===== src/common/moau_pkg.sv =====
// Shared constants and types of the memory ordering and alignment unit.
package moau_pkg;

	localparam int   ADDR_W        = 32;
	localparam int   DATA_W        = 32;
	localparam int   BYTE_W        = 8;
	localparam int   BYTES_N       = DATA_W / BYTE_W;
	localparam int   HALF_BYTES    = 2;
	localparam int   ADDR_HALF_BIT = 0;
	localparam int   WORD_OFS_W    = 2;
	localparam int   OUT_CNT_W     = 4;
	localparam logic RESET_BE      = 1'b0;

	typedef enum logic [2:0]
	{
		OP_NONMEM                   = 3'h0,
		OP_LOAD                     = 3'h1,
		OP_STORE                    = 3'h2,
		OP_ACQUIRE_LOAD             = 3'h3,
		OP_RELEASE_STORE            = 3'h4,
		OP_DATA_ORDER_BARRIER       = 3'h5,
		OP_DATA_COMPLETION_BARRIER  = 3'h6,
		OP_FETCH_SYNC_BARRIER       = 3'h7
	} moau_op_e;

	typedef enum logic [1:0]
	{
		SZ_BYTE = 2'h0,
		SZ_HALF = 2'h1,
		SZ_WORD = 2'h2
	} moau_size_e;

	typedef enum logic [2:0]
	{
		ST_IDLE  = 3'h0,
		ST_DRAIN = 3'h1,
		ST_ISSUE = 3'h2,
		ST_RESP  = 3'h3,
		ST_SYNC  = 3'h4
	} moau_state_e;

endpackage : moau_pkg


===== src/common/moau_swap_if.sv =====
// Signals between the core control and one byte-order converter.
interface moau_swap_if;
	import moau_pkg::*;

	logic                 swap_en;
	moau_size_e           size;
	logic [DATA_W-1:0]    din;
	logic [DATA_W-1:0]    dout;

	modport ctrl
	(
		output swap_en,
		output size,
		output din,
		input  dout
	);

	modport swapper
	(
		input  swap_en,
		input  size,
		input  din,
		output dout
	);

endinterface : moau_swap_if


===== src/hdl/moau_core.sv =====
// Memory ordering, alignment check and byte-order control of the core's load/store path.
// Functional notes
// - Accesses before order barrier observed first.
// - Order barrier never holds non-memory instructions.
// - Completion barrier waits for all accesses.
// - Nothing executes until completion barrier ends.
// - Fetches resume only after sync barrier.
// - Sync barrier flushes pipeline, synchronises context.
// - Context changes visible to later fetches.
// - Exception and debug events also synchronise.
// - Later accesses wait behind acquire load.
// - Release store waits for earlier accesses.
// - Fetch addresses must be halfword aligned.
// - Unaligned normal access needs main extension.
// - Device accesses fault unless naturally aligned.
// - Acquire/release halfwords fault when unaligned.
// - Trap bit faults unaligned ordinary word accesses.
// - Endian mode picks byte at lowest address.
// - Byte order captured at reset, then fixed.
// - Instruction fetches are always little-endian.
// - Private peripheral bus always little-endian.
// - Non-reordering device accesses stay in order.
module moau_core
	import moau_pkg::*;
#(
	parameter bit MAIN_EXT = 1'b1,
	parameter int CNT_W    = OUT_CNT_W
)
(
	// Clock and reset.
	input  wire logic              core_clk_i,
	input  wire logic              rst_i,
	// Configuration.
	input  wire logic              big_endian_strap_i,
	input  wire logic              unaligned_trap_bit_i,
	output logic                   endian_be_o,
	// Pipeline request and answer.
	input  wire logic              req_valid_i,
	input  wire moau_op_e          req_op_i,
	input  wire moau_size_e        req_size_i,
	input  wire logic [ADDR_W-1:0] req_addr_i,
	input  wire logic [DATA_W-1:0] req_wdata_i,
	input  wire logic              req_device_i,
	input  wire logic              req_no_reorder_i,
	input  wire logic              req_ppb_i,
	output logic                   req_done_o,
	output logic                   req_fault_o,
	output logic                   fault_hard_o,
	output logic [DATA_W-1:0]      req_rdata_o,
	output logic                   issue_stall_o,
	// Context synchronisation.
	input  wire logic              ctx_busy_i,
	input  wire logic              ctx_event_i,
	output logic                   pipe_flush_o,
	// Instruction fetch.
	input  wire logic              fetch_valid_i,
	input  wire logic [ADDR_W-1:0] fetch_addr_i,
	input  wire logic [DATA_W-1:0] fetch_rdata_i,
	output logic                   fetch_ok_o,
	output logic                   fetch_fault_o,
	output logic                   fetch_hold_o,
	output logic [DATA_W-1:0]      fetch_instr_o,
	// Data bus.
	input  wire logic              bus_gnt_i,
	input  wire logic              bus_rsp_i,
	input  wire logic [DATA_W-1:0] bus_rdata_i,
	output logic                   bus_req_o,
	output logic                   bus_we_o,
	output logic [ADDR_W-1:0]      bus_addr_o,
	output moau_size_e             bus_size_o,
	output logic [DATA_W-1:0]      bus_wdata_o
);

	moau_state_e       state_reg;
	moau_state_e       state_next;
	moau_op_e          op_reg;
	moau_size_e        size_reg;
	logic              ppb_reg;
	logic              endian_be_reg;
	logic              cap_done_reg;
	logic              fence_reg;
	logic              fence_next;
	logic [CNT_W-1:0]  out_cnt_reg;
	logic [CNT_W-1:0]  out_cnt_next;
	logic              req_done_reg;
	logic              req_done_next;
	logic              req_fault_reg;
	logic              req_fault_next;
	logic              fault_hard_reg;
	logic              fault_hard_next;
	logic [DATA_W-1:0] req_rdata_reg;
	logic [DATA_W-1:0] req_rdata_next;
	logic              issue_stall_reg;
	logic              issue_stall_next;
	logic              pipe_flush_reg;
	logic              pipe_flush_next;
	logic              fetch_hold_reg;
	logic              fetch_hold_next;
	logic              fetch_ok_reg;
	logic              fetch_fault_reg;
	logic [DATA_W-1:0] fetch_instr_reg;
	logic              bus_req_reg;
	logic              bus_req_next;
	logic              bus_we_reg;
	logic [ADDR_W-1:0] bus_addr_reg;
	moau_size_e        bus_size_reg;
	logic [DATA_W-1:0] bus_wdata_reg;

	// Request decode.
	wire take       = req_valid_i && (state_reg == ST_IDLE) && !req_done_reg && cap_done_reg;
	wire op_acqrel  = (req_op_i == OP_ACQUIRE_LOAD) || (req_op_i == OP_RELEASE_STORE);
	wire op_store   = (req_op_i == OP_STORE) || (req_op_i == OP_RELEASE_STORE);
	wire op_mem     = (req_op_i == OP_LOAD) || (req_op_i == OP_STORE) || op_acqrel;
	wire reg_store  = (op_reg == OP_STORE) || (op_reg == OP_RELEASE_STORE);
	wire mis_half   = req_addr_i[ADDR_HALF_BIT];
	wire mis_word   = |req_addr_i[WORD_OFS_W-1:0];
	wire misaligned = ((req_size_i == SZ_HALF) && mis_half) || ((req_size_i == SZ_WORD) && mis_word);

	// Alignment checks, all resolved before anything reaches the bus.
	wire flt_hard   = !MAIN_EXT && !req_device_i && misaligned;
	wire flt_device = req_device_i && misaligned;
	wire flt_acqrel = op_acqrel && (req_size_i == SZ_HALF) && mis_half;
	wire flt_trap   = unaligned_trap_bit_i && !op_acqrel && (req_size_i == SZ_WORD) && mis_word;
	wire flt_any    = op_mem && (flt_hard || flt_device || flt_acqrel || flt_trap);

	// Outstanding transfer bookkeeping.
	wire cnt_zero   = (out_cnt_reg == '0);
	wire cnt_full   = &out_cnt_reg;
	wire gnt_fire   = bus_req_reg && bus_gnt_i;
	wire last_rsp   = bus_rsp_i && (out_cnt_reg == {{(CNT_W-1){1'b0}}, 1'b1});
	// Waiting for an empty bus is coarser than needed but keeps every ordering case on one path.
	wire must_drain = fence_reg || (req_op_i == OP_RELEASE_STORE) || (req_device_i && req_no_reorder_i) || cnt_full;

	assign out_cnt_next = out_cnt_reg + {{(CNT_W-1){1'b0}}, gnt_fire} - {{(CNT_W-1){1'b0}}, bus_rsp_i};

	// Byte-order converters; the private peripheral bus bypasses swapping.
	moau_swap_if wr_sw ();
	moau_swap_if rd_sw ();

	assign wr_sw.swap_en = endian_be_reg && !req_ppb_i;
	assign wr_sw.size    = req_size_i;
	assign wr_sw.din     = req_wdata_i;
	assign rd_sw.swap_en = endian_be_reg && !ppb_reg;
	assign rd_sw.size    = size_reg;
	assign rd_sw.din     = bus_rdata_i;

	moau_byte_swap u_wr_swap
	(
		.sw (wr_sw.swapper)
	);

	moau_byte_swap u_rd_swap
	(
		.sw (rd_sw.swapper)
	);

	always_comb
	begin
		state_next       = state_reg;
		fence_next       = fence_reg;
		req_done_next    = 1'b0;
		req_fault_next   = 1'b0;
		fault_hard_next  = 1'b0;
		req_rdata_next   = req_rdata_reg;
		issue_stall_next = issue_stall_reg;
		pipe_flush_next  = ctx_event_i;
		fetch_hold_next  = ctx_event_i;
		bus_req_next     = bus_req_reg;
		unique case (state_reg)
			ST_IDLE:
			begin
				if (take)
				begin
					if (req_op_i == OP_NONMEM)
					begin
						req_done_next = 1'b1;
					end
					else if (req_op_i == OP_DATA_ORDER_BARRIER)
					begin
						fence_next    = 1'b1;
						req_done_next = 1'b1;
					end
					else if (req_op_i == OP_DATA_COMPLETION_BARRIER)
					begin
						issue_stall_next = 1'b1;
						state_next       = ST_DRAIN;
					end
					else if (req_op_i == OP_FETCH_SYNC_BARRIER)
					begin
						pipe_flush_next = 1'b1;
						fetch_hold_next = 1'b1;
						state_next      = ST_SYNC;
					end
					else if (flt_any)
					begin
						req_done_next   = 1'b1;
						req_fault_next  = 1'b1;
						fault_hard_next = flt_hard;
					end
					else if (must_drain && !cnt_zero)
					begin
						state_next = ST_DRAIN;
					end
					else
					begin
						bus_req_next = 1'b1;
						fence_next   = 1'b0;
						state_next   = ST_ISSUE;
					end
				end
			end
			ST_DRAIN:
			begin
				if (cnt_zero)
				begin
					if (op_reg == OP_DATA_COMPLETION_BARRIER)
					begin
						req_done_next    = 1'b1;
						issue_stall_next = 1'b0;
						state_next       = ST_IDLE;
					end
					else
					begin
						bus_req_next = 1'b1;
						fence_next   = 1'b0;
						state_next   = ST_ISSUE;
					end
				end
			end
			ST_ISSUE:
			begin
				if (bus_gnt_i)
				begin
					bus_req_next = 1'b0;
					if (reg_store)
					begin
						req_done_next = 1'b1;
						state_next    = ST_IDLE;
					end
					else
					begin
						state_next = ST_RESP;
					end
				end
			end
			ST_RESP:
			begin
				// Answers return in order, so a load ends on the last outstanding one and nothing passes it.
				if (last_rsp)
				begin
					req_rdata_next = rd_sw.dout;
					req_done_next  = 1'b1;
					state_next     = ST_IDLE;
				end
			end
			ST_SYNC:
			begin
				fetch_hold_next = 1'b1;
				if (!ctx_busy_i)
				begin
					req_done_next   = 1'b1;
					fetch_hold_next = ctx_event_i;
					state_next      = ST_IDLE;
				end
			end
			default:
			begin
				state_next = ST_IDLE;
			end
		endcase
	end

	// The strap is sampled on the first edge after reset and never again.
	always_ff @(posedge core_clk_i or posedge rst_i)
	begin
		if (rst_i)
		begin
			endian_be_reg <= RESET_BE;
			cap_done_reg  <= 1'b0;
		end
		else if (!cap_done_reg)
		begin
			endian_be_reg <= big_endian_strap_i;
			cap_done_reg  <= 1'b1;
		end
	end

	always_ff @(posedge core_clk_i or posedge rst_i)
	begin
		if (rst_i)
		begin
			state_reg       <= ST_IDLE;
			fence_reg       <= 1'b0;
			out_cnt_reg     <= '0;
			req_done_reg    <= 1'b0;
			req_fault_reg   <= 1'b0;
			fault_hard_reg  <= 1'b0;
			req_rdata_reg   <= '0;
			issue_stall_reg <= 1'b0;
			pipe_flush_reg  <= 1'b0;
			fetch_hold_reg  <= 1'b0;
			bus_req_reg     <= 1'b0;
		end
		else
		begin
			state_reg       <= state_next;
			fence_reg       <= fence_next;
			out_cnt_reg     <= out_cnt_next;
			req_done_reg    <= req_done_next;
			req_fault_reg   <= req_fault_next;
			fault_hard_reg  <= fault_hard_next;
			req_rdata_reg   <= req_rdata_next;
			issue_stall_reg <= issue_stall_next;
			pipe_flush_reg  <= pipe_flush_next;
			fetch_hold_reg  <= fetch_hold_next;
			bus_req_reg     <= bus_req_next;
		end
	end

	always_ff @(posedge core_clk_i or posedge rst_i)
	begin
		if (rst_i)
		begin
			op_reg        <= OP_NONMEM;
			size_reg      <= SZ_BYTE;
			ppb_reg       <= 1'b0;
			bus_we_reg    <= 1'b0;
			bus_addr_reg  <= '0;
			bus_size_reg  <= SZ_BYTE;
			bus_wdata_reg <= '0;
		end
		else if (take)
		begin
			op_reg        <= req_op_i;
			size_reg      <= req_size_i;
			ppb_reg       <= req_ppb_i;
			bus_we_reg    <= op_store;
			bus_addr_reg  <= req_addr_i;
			bus_size_reg  <= req_size_i;
			bus_wdata_reg <= wr_sw.dout;
		end
	end

	// Fetch data is never swapped and fetches are blocked while a barrier holds them.
	always_ff @(posedge core_clk_i or posedge rst_i)
	begin
		if (rst_i)
		begin
			fetch_ok_reg    <= 1'b0;
			fetch_fault_reg <= 1'b0;
			fetch_instr_reg <= '0;
		end
		else
		begin
			fetch_ok_reg    <= fetch_valid_i && !fetch_addr_i[ADDR_HALF_BIT] && !fetch_hold_reg;
			fetch_fault_reg <= fetch_valid_i && fetch_addr_i[ADDR_HALF_BIT];
			fetch_instr_reg <= fetch_rdata_i;
		end
	end

	assign endian_be_o   = endian_be_reg;
	assign req_done_o    = req_done_reg;
	assign req_fault_o   = req_fault_reg;
	assign fault_hard_o  = fault_hard_reg;
	assign req_rdata_o   = req_rdata_reg;
	assign issue_stall_o = issue_stall_reg;
	assign pipe_flush_o  = pipe_flush_reg;
	assign fetch_ok_o    = fetch_ok_reg;
	assign fetch_fault_o = fetch_fault_reg;
	assign fetch_hold_o  = fetch_hold_reg;
	assign fetch_instr_o = fetch_instr_reg;
	assign bus_req_o     = bus_req_reg;
	assign bus_we_o      = bus_we_reg;
	assign bus_addr_o    = bus_addr_reg;
	assign bus_size_o    = bus_size_reg;
	assign bus_wdata_o   = bus_wdata_reg;
endmodule : moau_core


===== src/hdl/moau_byte_swap.sv =====
// Byte-order converter that reverses the bytes inside one access size.
module moau_byte_swap
	import moau_pkg::*;
(
	// Converter port.
	moau_swap_if.swapper sw
);

	logic [DATA_W-1:0] word_rev;
	logic [DATA_W-1:0] half_rev;

	always_comb
	begin
		word_rev = sw.din;
		half_rev = sw.din;
		for (int i = 0; i < BYTES_N; i++)
		begin
			word_rev[i*BYTE_W +: BYTE_W] = sw.din[(BYTES_N-1-i)*BYTE_W +: BYTE_W];
		end
		for (int i = 0; i < HALF_BYTES; i++)
		begin
			half_rev[i*BYTE_W +: BYTE_W] = sw.din[(HALF_BYTES-1-i)*BYTE_W +: BYTE_W];
		end
	end

	// Byte accesses never need reordering, so only wider sizes pick a reversed copy.
	assign sw.dout = !sw.swap_en           ? sw.din  :
	                 (sw.size == SZ_WORD)  ? word_rev :
	                 (sw.size == SZ_HALF)  ? half_rev : sw.din;

endmodule : moau_byte_swap


===== config.mk =====
export PLATFORM = sky130hd
export DESIGN_NAME = moau_core
export DESIGN_NICKNAME = d
export VERILOG_FILES = /design/src/common/moau_pkg.sv /design/src/common/moau_swap_if.sv /design/src/hdl/moau_core.sv /design/src/hdl/moau_byte_swap.sv
export SDC_FILE = /design/constraint.sdc
export NUM_CORES = 1
export LEC_CHECK = 0
export BUFFER_PORTS_ARGS = -buffer_cell sky130_fd_sc_hd__buf_2
export CAP_MARGIN = 10
export CORE_UTILIZATION = 53
export CTS_CLUSTER_DIAMETER = 150
export DETAILED_ROUTE_END_ITERATION = 8
export PLACE_DENSITY_LB_ADDON = 0.08
export RECOVER_POWER = 100
export SYNTH_ARGS = -nofsm -noshare
export SYNTH_HDL_FRONTEND = slang
export SYNTH_HIERARCHICAL = 1
export SYNTH_SLANG_ARGS = --single-unit

===== constraint.sdc =====
create_clock -name core_clk_i -period 16 [get_ports core_clk_i]
set_input_delay 3.2 -clock core_clk_i [delete_from_list [all_inputs] [get_ports core_clk_i]]
set_output_delay 3.2 -clock core_clk_i [all_outputs]
set_load 0.03 [all_outputs]

======== Word-level counts from Yosys, hierarchy flattened ========
Index checks and enable logic that the tools add are counted.
cells by class
  add/subtract/negate cells ............... 2
  equal/unequal tests ..................... 38
  multiplexer cells ....................... 73
  reduce and logical (&&, ||, !) cells .... 51
operators with widths
  cell                                           count
  2-to-1 mux 32 bit                              4
  2-to-1 mux 1 bit                               48
  2-to-1 mux 16 bit                              2
  2-to-1 mux 3 bit                               10
  != test 2 bit, second input constant           13
  == test 3 bit, second input constant           7
  logical AND 1 bit                              21
  == test 3 x 2 -> 1 bit, second input constant  5
  case mux 3 bit (5 select lines)                1
  logical OR 1 bit                               11
  AND reduction 11 bit                           1
  != test 3 bit, second input constant           3
  AND reduction 9 bit                            1
  AND reduction 8 bit                            1
  zero test 1 bit                                7
  AND reduction 7 bit                            1
  == test 3 x 1 -> 1 bit, second input constant  2
  zero test 3 bit                                2
  2-to-1 mux 2 bit                               3
  case mux 1 bit (2 select lines)                3
  case mux 1 bit (5 select lines)                1
  adder 4 x 1 -> 4 bit                           1
  == test 2 x 1 -> 1 bit, second input constant  2
  == test 2 bit, second input constant           2
  other kinds (12)                               12
storage, ports and cells
  flip-flop bits (word level) ............. 153
  output and inout bits ................... 141
  logic and storage cells ................. 185

======== Logic depth before layout (Yosys ltp) ========
  depth after elaboration ................. 15
  depth in mapped cells ................... 8

======== Modules after synthesis ========
The synthesis kept the hierarchy.
modules (own cells, without submodules)
  module          instances  cells an instance  area an instance (µm²)  sequential area each (µm²)
  moau_core       1          552                5963.2                  3828.7
  moau_byte_swap  2          131                968.4                   0.0

======== Worst setup path after synthesis ========
Ideal clock, no wire load.
  path type ............................... in2reg
  start ................................... input req_op_i[2]
  end ..................................... register bus_req_reg (netlist: bus_req_o)
  arrival time ............................ 4.335 ns
  required time ........................... 15.874 ns
  setup slack ............................. 11.539 ns
  stages .................................. 6
  path through ............................ buf_6 or3b_4 and2_4 o22ai_2 a21oi_2 a221o_1
on the way
  cells in the longest elaborated chain, start to end .. 10
ends and longest elaborated chain
  what                                                            line                                text
  start: declaration                                              moau_core.sv:39                     input wire moau_op_e req_op_i,
  == test 3 x 2 -> 1 bit / == test 3 bit (equally long branches)  moau_core.sv:111, moau_core.sv:132
  logical OR 1 bit                                                moau_core.sv:111                    wire op_acqrel = (req_op_i == OP_ACQUIRE_LOAD) || (req_op_i == OP_RELEASE_STORE);
  zero test 1 bit                                                 moau_core.sv:123                    wire flt_trap = unaligned_trap_bit_i && !op_acqrel && (req_size_i == SZ_WORD) && mis_word;
  logical AND 1 bit (3 in a row)                                  moau_core.sv:123
  logical OR 1 bit                                                moau_core.sv:124                    wire flt_any = op_mem && (flt_hard || flt_device || flt_acqrel || flt_trap);
  logical AND 1 bit                                               moau_core.sv:124
  != test 2 bit (no source line)                                  -
  AND reduction 11 bit (no source line) *                         -
  end signal: assignment                                          moau_core.sv:316                    bus_req_reg <= bus_req_next;
  end: declaration                                                moau_core.sv:102                    logic bus_req_reg;
Mark *: on every way between the ends. The rest lies on a longest branch, timed or not.
A chain may end at the register's enable or synchronous reset.

==> metrics list <==
- Run status: finished, violations left
- Violations in the final reports: max-capacitance violations, max-slew violations
* Number of antenna violations at the first check in global routing: 1
* Via count: 6,755
* Die W: 124 um
- Timing would allow up to 118 MHz.
* Type of destination of the critical path: async pin
- Clock skew on the completed layout was measured at 9.65 ps.
- For this run, the post-layout net count is 1,256.
* Synthesized instance count: 814
- In this run, the number of DRC markers left after iteration 0 of detailed routing was 449.
- Instance area at placement: 9270 um^2
- Post-synthesis sequential element count: 153
- The mapped netlist covers 7900 um^2.
- Pin count of the biggest net entering global routing: 79
- Aggregate negative setup slack: 0 ps
- In this run the power density over the cells is 180 nW/um^2.
* Layout area overhead: 22.3%
- Sinks on Clock Net: 153
- The number of hold buffers added after CTS was 0.
- In the routed design, unresolved DRC markers number 0.
* Post-Syn Nets: 999
* Root buffer selected by CTS: clkbuf_16
* Async set-or-reset flop fraction in the synthesized netlist: 1.00
- Post-CTS Repair Setup Buffers: 0
- Weighted congestion reported at the end of routability-driven placement: 0.878
- Worst-case reg-to-reg path depth: 5
- Maximum resistive drop on vdd: 0.0000901 V
- The finished cells cover 9660 um^2.
* Required time of the worst setup path: 15,620 ps
* TritonCTS clock tree: done
- Launch instance of the worst min-delay path: fetch_hold_o$_DFF_PP0_
- For the worst-skew pair, the clock arrives at the later sink with an insertion delay of 430 ps.
- The final-report max-slew violation count came to 377.
* Number of global-route vias before repair: 6,135
- Worst hold-check path type: flop to flop
- The first TritonRoute pass finished after 5 iterations.
- Row cnt: 44
- Count of flip-flops with a built-in enable after synthesis: 0
- Critical path startpoint category: input pin
- Number of hold violations in the final report: 0
* Cell accounting for the most synthesized area: dfrtp_1
* Register area share after synthesis: 0.485
- Once placement completed, the tool counted placed cells totaling 1,236.
* Vertical die dimension: 124 um
* GRT Total Usage: 0.253
- Post-Route WL: 19,600 um
* Post-DRT Antenna Nets: 0
- Measured against its own limit, the worst slew margin works out to -1.63.
- The longest clock path from root to sink contains 2 buffers.
* First-pass GRT wire length: 30,000 um
* Hold depth: 1
- In the synthesized netlist the dominant register cell turns out to be dfrtp_1.
- Via density per instance: 5.32
- In this run, CTS created clock tree buffers numbering 17.
- Hold Worst Slack: 426 ps
- In the final layout, the share of cells above drive strength 1 is 0.256.
* Startpoint of the worst register-to-register path: state_reg[0]$_DFFE_PP0P_
- Setup violations remaining at the end of the flow were counted as 0.
- H-tree levels: 4
* Critical path type: input pin to async pin
- In this run the worst path has a maximum fanout of 78.
* Quantity of I/O buffers inserted on ports: 286
- Critical Path AT: 8110 ps
* Minimum clock period after layout: 8490 ps
* Register-to-register setup slack: 11,950 ps
* Destination of the worst hold path: fetch_ok_o$_DFF_PP0_
- Number of maximum-capacitance violations: 6
- Share of the cycle needed by the critical path after routing: 0.530
- Setup repair after global routing left no endpoint under its margin.
- The share of synthesized area in the top cell type comes to 0.485.
* Final instance count without filler cells: 1,269
- By area the synthesized netlist is led by dfrtp_1, nand2_1, mux2_2.
* Number of warnings issued by yosys: 6
- Final global-route overflow total: 0
* Unique cell type count in the Yosys netlist: 61
- Routed len/inst: 15.5 um
- Final HPWL from detailed placement: 13,600 um
- Area of the core: 14,500 um^2
- Slew of the pin with the lowest slew margin: 3950 ps
- At the end of the flow the core is filled with cells to 0.665.
- After clock tree synthesis, the clock-pin slew on the worst setup and hold paths is 60 ps.
- Post-CTS repair changed the size of 0 cells.
- The initial utilization of the core area, before any placement, comes to 0.544.
- Static power due to leakage: 4.68 nW
- Boundary Pins: 319
* Die area: 15,400 um^2
- Reg2Reg Capture Point: bus_wdata_o[9]$_DFFE_PP0P_
- A synthesized cell averages 9.71 um^2.
==> stage by stage <==
step / total power, mW / setup slack [ps]
after floorplan: 1.15 / 8680
after global placement: 1.35 / 10890
after detailed placement: 1.37 / 10870
after CTS: 1.78 / 11170
after global routing: 1.84 / 6090
final: 1.74 / 7510
==> worst max-delay path, stage by stage <==
cell and delay [ps]:
clkbuf_1 80, clkinvlp_2 1850, clkbuf_1 2880
==> layout make-up <==
cell class | count | area [um^2]
Tap cell | 184 | 230
Clock inverter | 14 | 161
Timing Repair Buffer | 292 | 1280
Clock buffer | 18 | 439
Sequential cell | 153 | 3830
Inverter | 12 | 46.3
Antenna cell | 1 | 2.50
Multi-Input combinational cell | 595 | 3670
Fill cell | 1319 | 4870
==> cells by family (layout without fill, tap and decap cells) <==
kind of cell,count (synthesis),count (layout),synth area share
DFF,153,153,0.485
buffers and inverters,66,336,0.0502
muxes,65,65,0.102
other,2,3,0.000951
and+or+nand+nor,410,410,0.245
xor gates and xnor gates,5,5,0.00554
adders and majority gates,7,7,0.0120
AOI/OAI and AO/OA,106,106,0.0993
==> cells in the mapped netlist, types with 2 or more instances <==
cell	n
a21o_1	2
a21oi_1	37
a311oi_1	2
a31oi_1	2
a41oi_1	2
and2_1	2
and3_1	2
buf_2	10
buf_4	9
buf_6	11
clkbuf_1	22
clkbuf_8	2
conb_1	2
dfrtp_1	153
ha_1	6
inv_1	11
mux2_1	18
mux2_2	27
mux2_4	20
nand2_1	227
nand2b_1	5
nand2b_4	2
nand3_1	5
nand3b_1	34
nand3b_4	2
nand4_1	2
nor2_1	46
nor2b_1	5
nor3_1	35
o21ai_0	10
o21ai_1	4
o31ai_1	2
o32ai_1	27
o32ai_2	6
or2_2	33
xnor2_1	2
xor2_1	3
==> how the worst max path moves through the flow <==
| stage | from | endpoint | slack (ps) | cells after the start |
|---|---|---|---|---|
| 2_1_floorplan | rst_i | bus_addr_o[0]$_DFFE_PP0P_ | 8680 | 1 |
| 3_3_place_gp | req_size_i[1] | state_reg[0]$_DFFE_PP0P_ | 10890 | 7 |
| 3_5_place_dp | req_size_i[1] | state_reg[0]$_DFFE_PP0P_ | 10870 | 7 |
| 4_1_cts | bus_size_o[0]$_DFFE_PP0P_ | bus_size_o[0] | 11170 | 1 |
| 5_1_grt | rst_i | bus_wdata_o[11]$_DFFE_PP0P_ | 6090 | 3 |
| 6_report | rst_i | bus_wdata_o[11]$_DFFE_PP0P_ | 7510 | 3 |
==> report_power, final <==
group          internal, mW  switching [mW]
clock                 0.238           0.168
combinational         0.217           0.506
sequential            0.521          0.0849
==> per-layer routing <==
metal  part of all wire  track usage  up-vias
li1                   -            -     3292
met1               0.42        0.315     3197
met2               0.49        0.419      245
met3              0.078       0.0755       21
met4              0.016       0.0848        0
met5                  0            0        -
==> placed cells by master, fill, tap and decap left out, types with 3 or more instances in the layout <==
master	netlist	routed
nand3_1	5	5
mux2_4	20	20
nand2_1	227	226
nor3_1	35	35
nor2_1	46	48
xor2_1	3	3
or2_2	33	33
clkbuf_16	0	17
inv_1	11	10
nand2b_1	5	5
mux2_2	27	27
a21oi_1	37	37
o32ai_1	27	27
clkinv_4	0	3
buf_2	10	141
o32ai_2	6	6
nand3b_1	34	34
o21ai_0	10	12
dfrtp_1	153	153
nor2b_1	5	3
mux2_1	18	18
clkbuf_1	22	149
ha_1	6	6
inv_6	0	4
Note: power is estimated with default switching activity, not from simulation.
